$ cat src/scmc_map.svh
`ifndef SCMC_MAP_SVH
`define SCMC_MAP_SVH

// ****************************************
// register offsets and fields
// ****************************************
`define SCMC_ADDR_W 4
`define SCMC_OFS_SYSCLK_SEL 4'h0
`define SCMC_OFS_FAST_OSC 4'h1
`define SCMC_SEL_HI 7
`define SCMC_SEL_LO 5
`define SCMC_FAST_KEEP_BIT 1
`define SCMC_SLOW_KEEP_BIT 0
`define SCMC_STABLE_BIT 1
`define SCMC_ENABLE_BIT 0
`define SCMC_SEL_SLOW 3'h7
`define SCMC_SEL_RST 3'h0
`define SCMC_KEEP_RST 1'h0
`define SCMC_ENABLE_RST 1'h1
`define SCMC_STABLE_RST 1'h0

// ****************************************
// timing
// ****************************************
// cycles the synced ready level must hold before the flag sets
`define SCMC_SETTLE_CYC 8'h04
`define SCMC_DIV_W 6

`endif

$ cat src/scmc_pkg.sv
package scmc_pkg;

  // ****************************************
  // types
  // ****************************************
  typedef enum logic [2:0] {
    MODE_FAST,
    MODE_SLOW,
    MODE_SLEEP,
    MODE_IDLE_SLOW_ONLY,
    MODE_IDLE_BOTH_CLOCKS,
    MODE_IDLE_FAST_ONLY
  } scmc_mode_e;

  typedef enum logic [2:0] {
    ST_RUN,
    ST_SLEEP,
    ST_IDLE_SLOW_ONLY,
    ST_IDLE_BOTH_CLOCKS,
    ST_IDLE_FAST_ONLY
  } scmc_state_e;

  // register port request from the cpu
  typedef struct packed {
    logic [3:0] addr;
    logic [7:0] wdata;
    logic wr;
    logic rd;
  } scmc_bus_req_s;

  // run enables toward the clock tree
  typedef struct packed {
    logic cpu_run;
    logic fast_osc_run;
    logic slow_clk_run;
    logic slow_osc_run;
    logic sysclk_run;
  } scmc_clk_ctrl_s;

endpackage : scmc_pkg

$ cat src/scmc_top.sv
// The implementer's own choices: the address map and the plain strobed port.
`timescale 1ns/1ps
`include "scmc_map.svh"

module scmc_top #(
  parameter int unsigned DIV_W = `SCMC_DIV_W,
  parameter logic [7:0] SETTLE_CYC = `SCMC_SETTLE_CYC
) (
  input wire logic clk_i,
  input wire logic reset_i,
  input wire scmc_pkg::scmc_bus_req_s bus_i,
  output logic [7:0] rdata_o,
  input wire logic halt_i,
  input wire logic wake_i,
  input wire logic watchdog_en_i,
  input wire logic fast_osc_ready_i,
  input wire logic slow_osc_raw_clock_i,
  output scmc_pkg::scmc_clk_ctrl_s clk_ctrl_o,
  output scmc_pkg::scmc_mode_e mode_o,
  output logic sysclk_tick_o
);

  // ****************************************
  // helpers
  // ****************************************
  // mask of divider bits that must be all ones for a tick
  function automatic logic [DIV_W-1:0] div_mask(input logic [2:0] sel);
    logic [DIV_W:0] one;
    one = {{DIV_W{1'b0}}, 1'b1};
    div_mask = DIV_W'((one << sel) - one);
  endfunction : div_mask

  // ****************************************
  // registers
  // ****************************************
  logic [2:0] sel_reg;
  logic fast_keep_reg;
  logic slow_keep_reg;
  logic fast_en_reg;
  logic stable_reg;
  logic [7:0] settle_cnt_reg;
  logic [7:0] rdata_reg;
  scmc_pkg::scmc_state_e state_reg;
  scmc_pkg::scmc_state_e state_next;
  scmc_pkg::scmc_clk_ctrl_s ctrl_reg;
  scmc_pkg::scmc_clk_ctrl_s ctrl_next;
  scmc_pkg::scmc_mode_e mode_reg;
  scmc_pkg::scmc_mode_e mode_next;
  logic [DIV_W-1:0] div_cnt_reg;
  logic tick_reg;
  logic tick_next;
  logic [2:0] rdy_sync_reg;
  logic rdy_lvl_reg;
  logic [2:0] slo_sync_reg;
  logic slo_lvl_reg;
  logic slow_rise;
  logic wr_sel;
  logic wr_fast;
  logic fast_sel;

  assign wr_sel = bus_i.wr && (bus_i.addr == `SCMC_OFS_SYSCLK_SEL);
  assign wr_fast = bus_i.wr && (bus_i.addr == `SCMC_OFS_FAST_OSC);
  assign fast_sel = (sel_reg != `SCMC_SEL_SLOW);

  // ****************************************
  // pin synchronisers
  // ****************************************
  // three stages; a level only moves once stages two and three agree
  always_ff @(posedge clk_i)
  begin
    if (reset_i)
    begin
      rdy_sync_reg <= 3'h0;
      rdy_lvl_reg <= 1'b0;
    end
    else
    begin
      rdy_sync_reg <= {rdy_sync_reg[1:0], fast_osc_ready_i};
      if (rdy_sync_reg[1] == rdy_sync_reg[2])
        rdy_lvl_reg <= rdy_sync_reg[2];
    end
  end

  // slow oscillator edges, used as the slow clock tick
  always_ff @(posedge clk_i)
  begin
    if (reset_i)
    begin
      slo_sync_reg <= 3'h0;
      slo_lvl_reg <= 1'b0;
    end
    else
    begin
      slo_sync_reg <= {slo_sync_reg[1:0], slow_osc_raw_clock_i};
      if (slo_sync_reg[1] == slo_sync_reg[2])
        slo_lvl_reg <= slo_sync_reg[2];
    end
  end

  assign slow_rise = (slo_sync_reg[1] == slo_sync_reg[2]) && slo_sync_reg[2] && !slo_lvl_reg;

  // ****************************************
  // software registers
  // ****************************************
  // select and keep-alive bits; select may change in any state
  always_ff @(posedge clk_i)
  begin
    if (reset_i)
    begin
      sel_reg <= `SCMC_SEL_RST;
      fast_keep_reg <= `SCMC_KEEP_RST;
      slow_keep_reg <= `SCMC_KEEP_RST;
    end
    else if (wr_sel)
    begin
      sel_reg <= bus_i.wdata[`SCMC_SEL_HI:`SCMC_SEL_LO];
      fast_keep_reg <= bus_i.wdata[`SCMC_FAST_KEEP_BIT];
      slow_keep_reg <= bus_i.wdata[`SCMC_SLOW_KEEP_BIT];
    end
  end

  // fast oscillator enable, on after reset
  always_ff @(posedge clk_i)
  begin
    if (reset_i)
      fast_en_reg <= `SCMC_ENABLE_RST;
    else if (wr_fast)
      fast_en_reg <= bus_i.wdata[`SCMC_ENABLE_BIT];
  end

  // stable flag: the enable write clears it and restarts the settle count, so a ready
  // level still high from before sets it again once the count reaches SETTLE_CYC
  always_ff @(posedge clk_i)
  begin
    if (reset_i)
    begin
      stable_reg <= `SCMC_STABLE_RST;
      settle_cnt_reg <= 8'h00;
    end
    else if ((wr_fast && bus_i.wdata[`SCMC_ENABLE_BIT]) || !ctrl_reg.fast_osc_run
             || !rdy_lvl_reg)
    begin
      stable_reg <= 1'b0;
      settle_cnt_reg <= 8'h00;
    end
    else if (settle_cnt_reg == SETTLE_CYC)
      stable_reg <= 1'b1;
    else
      settle_cnt_reg <= settle_cnt_reg + 8'h01;
  end

  // read data stands only in the cycle after the strobe
  always_ff @(posedge clk_i)
  begin
    if (reset_i)
      rdata_reg <= 8'h00;
    else if (bus_i.rd && bus_i.addr == `SCMC_OFS_SYSCLK_SEL)
      rdata_reg <= {sel_reg, 3'h0, fast_keep_reg, slow_keep_reg};
    else if (bus_i.rd && bus_i.addr == `SCMC_OFS_FAST_OSC)
      rdata_reg <= {6'h00, stable_reg, fast_en_reg};
    else
      rdata_reg <= 8'h00;
  end

  assign rdata_o = rdata_reg;

  // ****************************************
  // halt state machine
  // ****************************************
  // only a halt pulse leaves run; wake wins over a late halt
  always_comb
  begin
    state_next = state_reg;
    case (state_reg)
      scmc_pkg::ST_RUN:
      begin
        if (halt_i)
        begin
          case ({fast_keep_reg, slow_keep_reg})
            2'b00: state_next = scmc_pkg::ST_SLEEP;
            2'b01: state_next = scmc_pkg::ST_IDLE_SLOW_ONLY;
            2'b11: state_next = scmc_pkg::ST_IDLE_BOTH_CLOCKS;
            default: state_next = scmc_pkg::ST_IDLE_FAST_ONLY;
          endcase
        end
      end
      scmc_pkg::ST_SLEEP,
      scmc_pkg::ST_IDLE_SLOW_ONLY,
      scmc_pkg::ST_IDLE_BOTH_CLOCKS,
      scmc_pkg::ST_IDLE_FAST_ONLY:
      begin
        if (wake_i)
          state_next = scmc_pkg::ST_RUN;
      end
      default: state_next = scmc_pkg::ST_RUN;
    endcase
  end

  always_ff @(posedge clk_i)
  begin
    if (reset_i)
      state_reg <= scmc_pkg::ST_RUN;
    else
      state_reg <= state_next;
  end

  // ****************************************
  // clock enables
  // ****************************************
  // decoded from the current state; registered toward the clock tree
  always_comb
  begin
    ctrl_next = '0;
    mode_next = scmc_pkg::MODE_FAST;
    case (state_reg)
      scmc_pkg::ST_RUN:
      begin
        ctrl_next.cpu_run = 1'b1;
        ctrl_next.slow_clk_run = 1'b1;
        ctrl_next.slow_osc_run = 1'b1;
        ctrl_next.sysclk_run = 1'b1;
        if (fast_sel)
        begin
          ctrl_next.fast_osc_run = 1'b1;
          mode_next = scmc_pkg::MODE_FAST;
        end
        else
        begin
          ctrl_next.fast_osc_run = fast_en_reg;
          mode_next = scmc_pkg::MODE_SLOW;
        end
      end
      scmc_pkg::ST_SLEEP:
      begin
        ctrl_next.slow_osc_run = watchdog_en_i;
        mode_next = scmc_pkg::MODE_SLEEP;
      end
      scmc_pkg::ST_IDLE_SLOW_ONLY:
      begin
        ctrl_next.slow_clk_run = 1'b1;
        ctrl_next.slow_osc_run = 1'b1;
        ctrl_next.sysclk_run = !fast_sel;
        mode_next = scmc_pkg::MODE_IDLE_SLOW_ONLY;
      end
      scmc_pkg::ST_IDLE_BOTH_CLOCKS:
      begin
        ctrl_next.fast_osc_run = 1'b1;
        ctrl_next.slow_clk_run = 1'b1;
        ctrl_next.slow_osc_run = 1'b1;
        ctrl_next.sysclk_run = 1'b1;
        mode_next = scmc_pkg::MODE_IDLE_BOTH_CLOCKS;
      end
      scmc_pkg::ST_IDLE_FAST_ONLY:
      begin
        ctrl_next.fast_osc_run = 1'b1;
        ctrl_next.slow_osc_run = 1'b1;
        ctrl_next.sysclk_run = fast_sel;
        mode_next = scmc_pkg::MODE_IDLE_FAST_ONLY;
      end
      default:
      begin
        ctrl_next = '0;
        mode_next = scmc_pkg::MODE_SLEEP;
      end
    endcase
  end

  always_ff @(posedge clk_i)
  begin
    if (reset_i)
    begin
      ctrl_reg <= '0;
      mode_reg <= scmc_pkg::MODE_FAST;
    end
    else
    begin
      ctrl_reg <= ctrl_next;
      mode_reg <= mode_next;
    end
  end

  assign clk_ctrl_o = ctrl_reg;
  assign mode_o = mode_reg;

  // ****************************************
  // system clock divider
  // ****************************************
  // clk_i stands in for the fast clock; the divider halts with it
  always_ff @(posedge clk_i)
  begin
    if (reset_i)
      div_cnt_reg <= '0;
    else if (ctrl_next.fast_osc_run)
      div_cnt_reg <= div_cnt_reg + DIV_W'(1);
  end

  // tick of the selected system clock, gated by the run enable
  always_comb
  begin
    tick_next = 1'b0;
    if (ctrl_next.sysclk_run)
    begin
      if (fast_sel)
        tick_next = ctrl_next.fast_osc_run &&
                    ((div_cnt_reg & div_mask(sel_reg)) == div_mask(sel_reg));
      else
        tick_next = slow_rise;
    end
  end

  always_ff @(posedge clk_i)
  begin
    if (reset_i)
      tick_reg <= 1'b0;
    else
      tick_reg <= tick_next;
  end

  assign sysclk_tick_o = tick_reg;
endmodule : scmc_top

$ cat config.mk
export PLATFORM = sky130hd
export DESIGN_NAME = scmc_top
export DESIGN_NICKNAME = d
export VERILOG_FILES = /design/src/scmc_pkg.sv /design/src/scmc_top.sv
export VERILOG_INCLUDE_DIRS = /design/src /design/src/src
export SDC_FILE = /design/constraint.sdc
export NUM_CORES = 1
export LEC_CHECK = 0
export ABC_AREA = 0
export ABC_CLOCK_PERIOD_IN_PS = 2600
export BUFFER_PORTS_ARGS = -buffer_cell sky130_fd_sc_hd__buf_2
export CORE_UTILIZATION = 44
export DETAILED_ROUTE_END_ITERATION = 7
export GPL_ROUTABILITY_DRIVEN = 1
export PLACE_DENSITY_LB_ADDON = 0.1
export SKIP_LAST_GASP = 1
export SLEW_MARGIN = 20
export SYNTH_ARGS = -nofsm -noshare
export SYNTH_HDL_FRONTEND = slang
export SYNTH_SLANG_ARGS = --single-unit
export TNS_END_PERCENT = 1
$ cat constraint.sdc
create_clock -name clk_i -period 2.6 [get_ports clk_i]
set_input_delay 0.39 -clock clk_i [delete_from_list [all_inputs] [get_ports clk_i]]
set_output_delay 0.39 -clock clk_i [all_outputs]
set_load 0.01 [all_outputs]
# After elaboration in Yosys (flattened, before gate mapping)
# Cells that the tools add are included.
[word_totals]
rom_bits = 0
ram_bits = 0
elab_cells = 82
mem_count = 0
regBits = 49
latch_bits = 0
[classes]
div = 0
n_addsub = 3
bitwise_logic = 2
n_lt_le_gt_ge = 0
eq_ne = 14
n_reduce_logical = 26
n_mux = 15
mul = 0
shifts = 1
[op_table]
columns = ["op", "n"]
rows = [
  ["3-bit case mux with 4 select lines", 1],
  ["2-bit OR reduction", 5],
  ["3-bit case mux with 3 select lines", 1],
  ["8-bit by 1-bit adder with 8-bit output, second input constant", 1],
  ["8-bit by 3-bit == test with 1-bit output, second input constant", 1],
  ["1-bit logical AND", 8],
  ["8-bit 2-to-1 mux", 1],
  ["4-bit OR reduction", 2],
  ["6-bit by 1-bit adder with 6-bit output, second input constant", 1],
  ["6-bit bitwise AND", 1],
  ["3-bit by 2-bit == test with 1-bit output, second input constant", 2],
  ["6-bit == test", 1],
  ["3-bit 2-to-1 mux", 2],
  ["3-bit case mux with 2 select lines", 1],
  ["1-bit by 3-bit << shifter with 6-bit output, first input constant", 1],
  ["6-bit by 1-bit subtractor with 6-bit output, second input constant", 1],
  ["1-bit 2-to-1 mux", 5],
  ["4-bit by 1-bit == test with 1-bit output, second input constant", 1],
  ["1-bit logical NOT", 4],
  ["4-bit logical NOT", 1],
  ["2-bit != test, second input constant", 2],
  ["1-bit case mux with 2 select lines", 2],
  ["3-bit by 1-bit == test with 1-bit output, second input constant", 1],
  ["3-bit == test, second input constant", 1],
  ["other kinds (12)", 14],
]

# Depth between registers and ports, before layout
[logic_depth]
word_depth = 6
ltp_mapped = 6
depth_no_buf = 6

# Worst setup path after synthesis
# No wires, ideal clock.
[synth_timing]
kind = "input port to flip-flop"
startpoint = "input bus_i[11] in the netlist's numbering"
endpoint = "register fast_keep_reg"
setup_time_ns = 0.128
path_buffers = 1
stages = 5
arrival_time_ns = 1.262
slack_ns = 1.210
path_cell_list = "nor4b_2 nor2b_1 buf_4 mux2i_1 nor2_1"
[synth_between]
elab_chain_cells = 2
[synth_lines]
columns = ["element", "line_no", "source"]
rows = [
  ["start: declaration", "scmc_top.sv:11", "input wire scmc_pkg::scmc_bus_req_s bus_i,"],
  ["4-bit logical NOT (no source line)", "n/a", ""],
  ["1-bit logical AND", "scmc_top.sv:61", "assign wr_sel = bus_i.wr && (bus_i.addr == `SCMC_OFS_SYSCLK_SEL);"],
  ["end signal: assignment", "scmc_top.sv:111", "fast_keep_reg <= `SCMC_KEEP_RST;"],
  ["end signal: assignment", "scmc_top.sv:117", "fast_keep_reg <= bus_i.wdata[`SCMC_FAST_KEEP_BIT];"],
  ["end: declaration", "scmc_top.sv:37", "logic fast_keep_reg;"],
]
# Every way passes these cells.
# A chain may end at the register's enable or synchronous reset.

# Worst setup path in the final report
[layout_timing]
startpoint = "register state_reg[2]"
endpoint = "register div_cnt_reg[1]"
[layout_between]
elab_chain_cells = 3
[layout_lines]
columns = ["element", "line_no", "source"]
rows = [
  ["start: declaration", "scmc_top.sv:43", "scmc_pkg::scmc_state_e state_reg;"],
  ["start signal: assignment", "scmc_top.sv:202", "state_reg <= scmc_pkg::ST_RUN;"],
  ["start signal: assignment", "scmc_top.sv:204", "state_reg <= state_next;"],
  ["3-bit by 2-bit == test with 1-bit output / 3-bit == test (equally long branches)", "scmc_top.sv:215", "case (state_reg)"],
  ["2-bit OR reduction (no source line)", "n/a", ""],
  ["1-bit case mux with 2 select lines *", "scmc_top.sv:215", ""],
  ["end signal: assignment", "scmc_top.sv:294", "div_cnt_reg <= div_cnt_reg + DIV_W'(1);"],
  ["end: declaration", "scmc_top.sv:49", "logic [DIV_W-1:0] div_cnt_reg;"],
]
# Every way passes the cells marked *; elsewhere a longest branch is shown, timed or not.

==> impl_metrics.yaml <==
timing:
  holdWs_ps: 302
  drv_slew: 0
  grt_setup_unrepaired: "false"
  fin_ws_ps: 973
  tightest_slew_ps: 557
  setup_tns_ps: 0
  fin_crit_sh: 0.626
  fin_crit_ps: 1630
  max_clock_freq_mhz: 615
  hold_violations: 0
  setup_viol: 0
  fin_worst_skew_ps: 4.92
  max_slew_margin: 0.627
placed_design:
  portBuffers: 31
  place_inst: 281
  dp_hpwl_um: 2450
  dpl_cell_area_mm2: 0.00212
  dp_slack_ps: 753
  routabilityCongestion: 0.827
worst_hold_path:
  holdCritPathClass: "in -> reg"
  whs_path_depth: 2
  holdCritStartpoint: "slow_osc_raw_clock_i"
  min_to: "slo_sync_reg[0]$_SDFF_PP0_"
final_layout:
  layout_commonest_cell: "dfxtp_1"
  final_cell_count_no_fill: 289
  area_delta_synth_final_pct: 15.5
  register_area_um2: 921
  layout_common_cells: "46 x dfxtp_1, 31 x buf_2, 27 x nor2_1, 11 x inv_1"
  drive_gt1_frac: 0.222
  fin_nets: 266
  multi_input_area_um2: 925
  finalInstanceArea_mm2: 0.00226
  utilization: 0.546
  fill_cells: 410
  largest_reg_flops: 8
  antennaDiodeCount: 0
worst_setup_path:
  startpoint_type: "flip-flop"
  cp-startpoint: "state_reg[2]$_SDFFE_PP0P_"
  path_class: "reg -> reg"
  cp.arrival_ps: 1810
  end_kind: "flip-flop"
  critPathMaxFanout: 14
  r2r_end: "div_cnt_reg[1]$_SDFFE_PP0P_"
  cp_data_required_time_ps: 2780
  r2r_start: "state_reg[2]$_SDFFE_PP0P_"
  worstRegToRegCells: 4
  rrSetupSlack_ps: 970
die:
  initial_core_util: 0.473
  pin_count: 38
  dieArea_mm2: 0.00472
  rows: 23
  die_h_um: 68.7
  core_area_mm2: 0.00414
  fp.dieW_um: 68.7
route:
  vias: 1441
  drc: 0
  wirelength_um: 3480
  first_pass_iters: 4
  drtIter0Drc: 66
  routedWlPerCell_um: 12.0
  ant_nets: 0
  vias_per_cell: 4.99
clocking:
  cts_tree: "built"
  cts_hold_buf: 0
  cts_resized: 0
  clock_latency_ps: 290
  cts-root-buf: "clkbuf_8"
  path_clk_slew_ps: 90
  clockBufferDepth: 2
  h-tree-depth: 2
  post_cts_buffers: 0
  cts_buffers: 5
  clock-sinks: 46
yosys:
  synth_edf_count: 0
  yosysSeqAreaShare: 0.470
  syn_inst: 208
  synth_area_mm2: 0.00196
  ys.flop_type: "dfxtp_1"
  synth_cell_types: 42
  synthArstFlopShare: 0
  synth.avg_cell_area_um2: 9.41
  ys_warn_count: 0
  synth-seq-cells: 46
power:
  powerDensity_mw_per_mm2: 655
  ir_drop_mv: 0.327
  p_leak_nw: 0.916
  total_power_mw: 1.48
global_routing:
  grt_max_degree: 32
  grt_pass1_vias: 1263
  antenna_found_initial: 0
  overflow: 0
  grt_pass1_wl_um: 5840
  grtUsageTotal: 0.170
run:
  maxCapViolCount: 0
outcome:
  status: "finished, final reports clean"
## area by class of cell
type / instances / area share
Multi-Input combinational cell: 141 / 0.409
Sequential cell: 46 / 0.407
Timing Repair Buffer: 33 / 0.0752
Clock buffer: 6 / 0.0365
Tap cell: 50 / 0.0277
Clock inverter: 2 / 0.0265
Inverter: 11 / 0.0183
## synth_stat cells (all sizes together), types with 5 or more instances
cell type | count | area [um^2]
buf | 8 | 63.8
nor2b | 9 | 56.3
mux2i | 10 | 100
inv | 11 | 41.3
nand2 | 10 | 37.5
nor3 | 7 | 35.0
nand3 | 12 | 70.1
ha | 7 | 87.6
nor2 | 27 | 101
dfxtp | 46 | 921
xor2 | 5 | 43.8
a21oi | 12 | 75.1
## worst max-delay path, stage by stage (launching register included)
cell and delay (ps):
dfxtp_1 590, nor2_1 140, o211ai_2 480, mux2i_1 240
nor2_1 50
## metal layers
metal / vias to the layer above / GRT usage / wire (um)
met1: 650 / 0.237 / 1820
met2: 29 / 0.243 / 1470
met4: 0 / 0.0612 / 42
met3: 4 / 0.0526 / 142
li1: 758 / - / -
met5: - / 0 / 0
## logic make-up (layout without fill, tap and decap cells)
kind of cell / count (synthesis) / in the layout / share of synthesized area
and+or+nand+nor: 82 / 82 / 0.219
DFF: 46 / 46 / 0.470
AOI/OAI and AO/OA: 31 / 31 / 0.116
buffers and inverters: 23 / 52 / 0.0613
muxes: 10 / 10 / 0.0511
xor gates and xnor gates: 8 / 8 / 0.0358
adders and majority gates: 7 / 7 / 0.0447
other: 1 / 3 / 0.00192
## worst max path at each step
| stage | end | slack, ps | cells past startpoint |
|---|---|---|---|
| 2_1_floorplan | fast_keep_reg$_SDFFE_PP0P_ | 1210 | 5 |
| 3_3_place_gp | sel_reg[1]$_SDFFE_PP0P_ | 760 | 6 |
| 3_5_place_dp | sel_reg[1]$_SDFFE_PP0P_ | 750 | 6 |
| 4_1_cts | div_cnt_reg[1]$_SDFFE_PP0P_ | 950 | 4 |
| 5_1_grt | div_cnt_reg[3]$_SDFFE_PP0P_ | 800 | 4 |
| 6_report | div_cnt_reg[1]$_SDFFE_PP0P_ | 970 | 4 |
## power breakdown
| group | internal, mW | leakage (nW) | switching, mW | total (mW) |
|---|---|---|---|---|
| clock network | 0.410 | 0.0714 | 0.239 | 0.649 |
| registers | 0.725 | 0.375 | 0.0136 | 0.739 |
| logic | 0.0426 | 0.470 | 0.0511 | 0.0937 |
| total | 1.18 | 0.916 | 0.304 | 1.48 |
No activity file was read; power rests on OpenSTA's default activity.
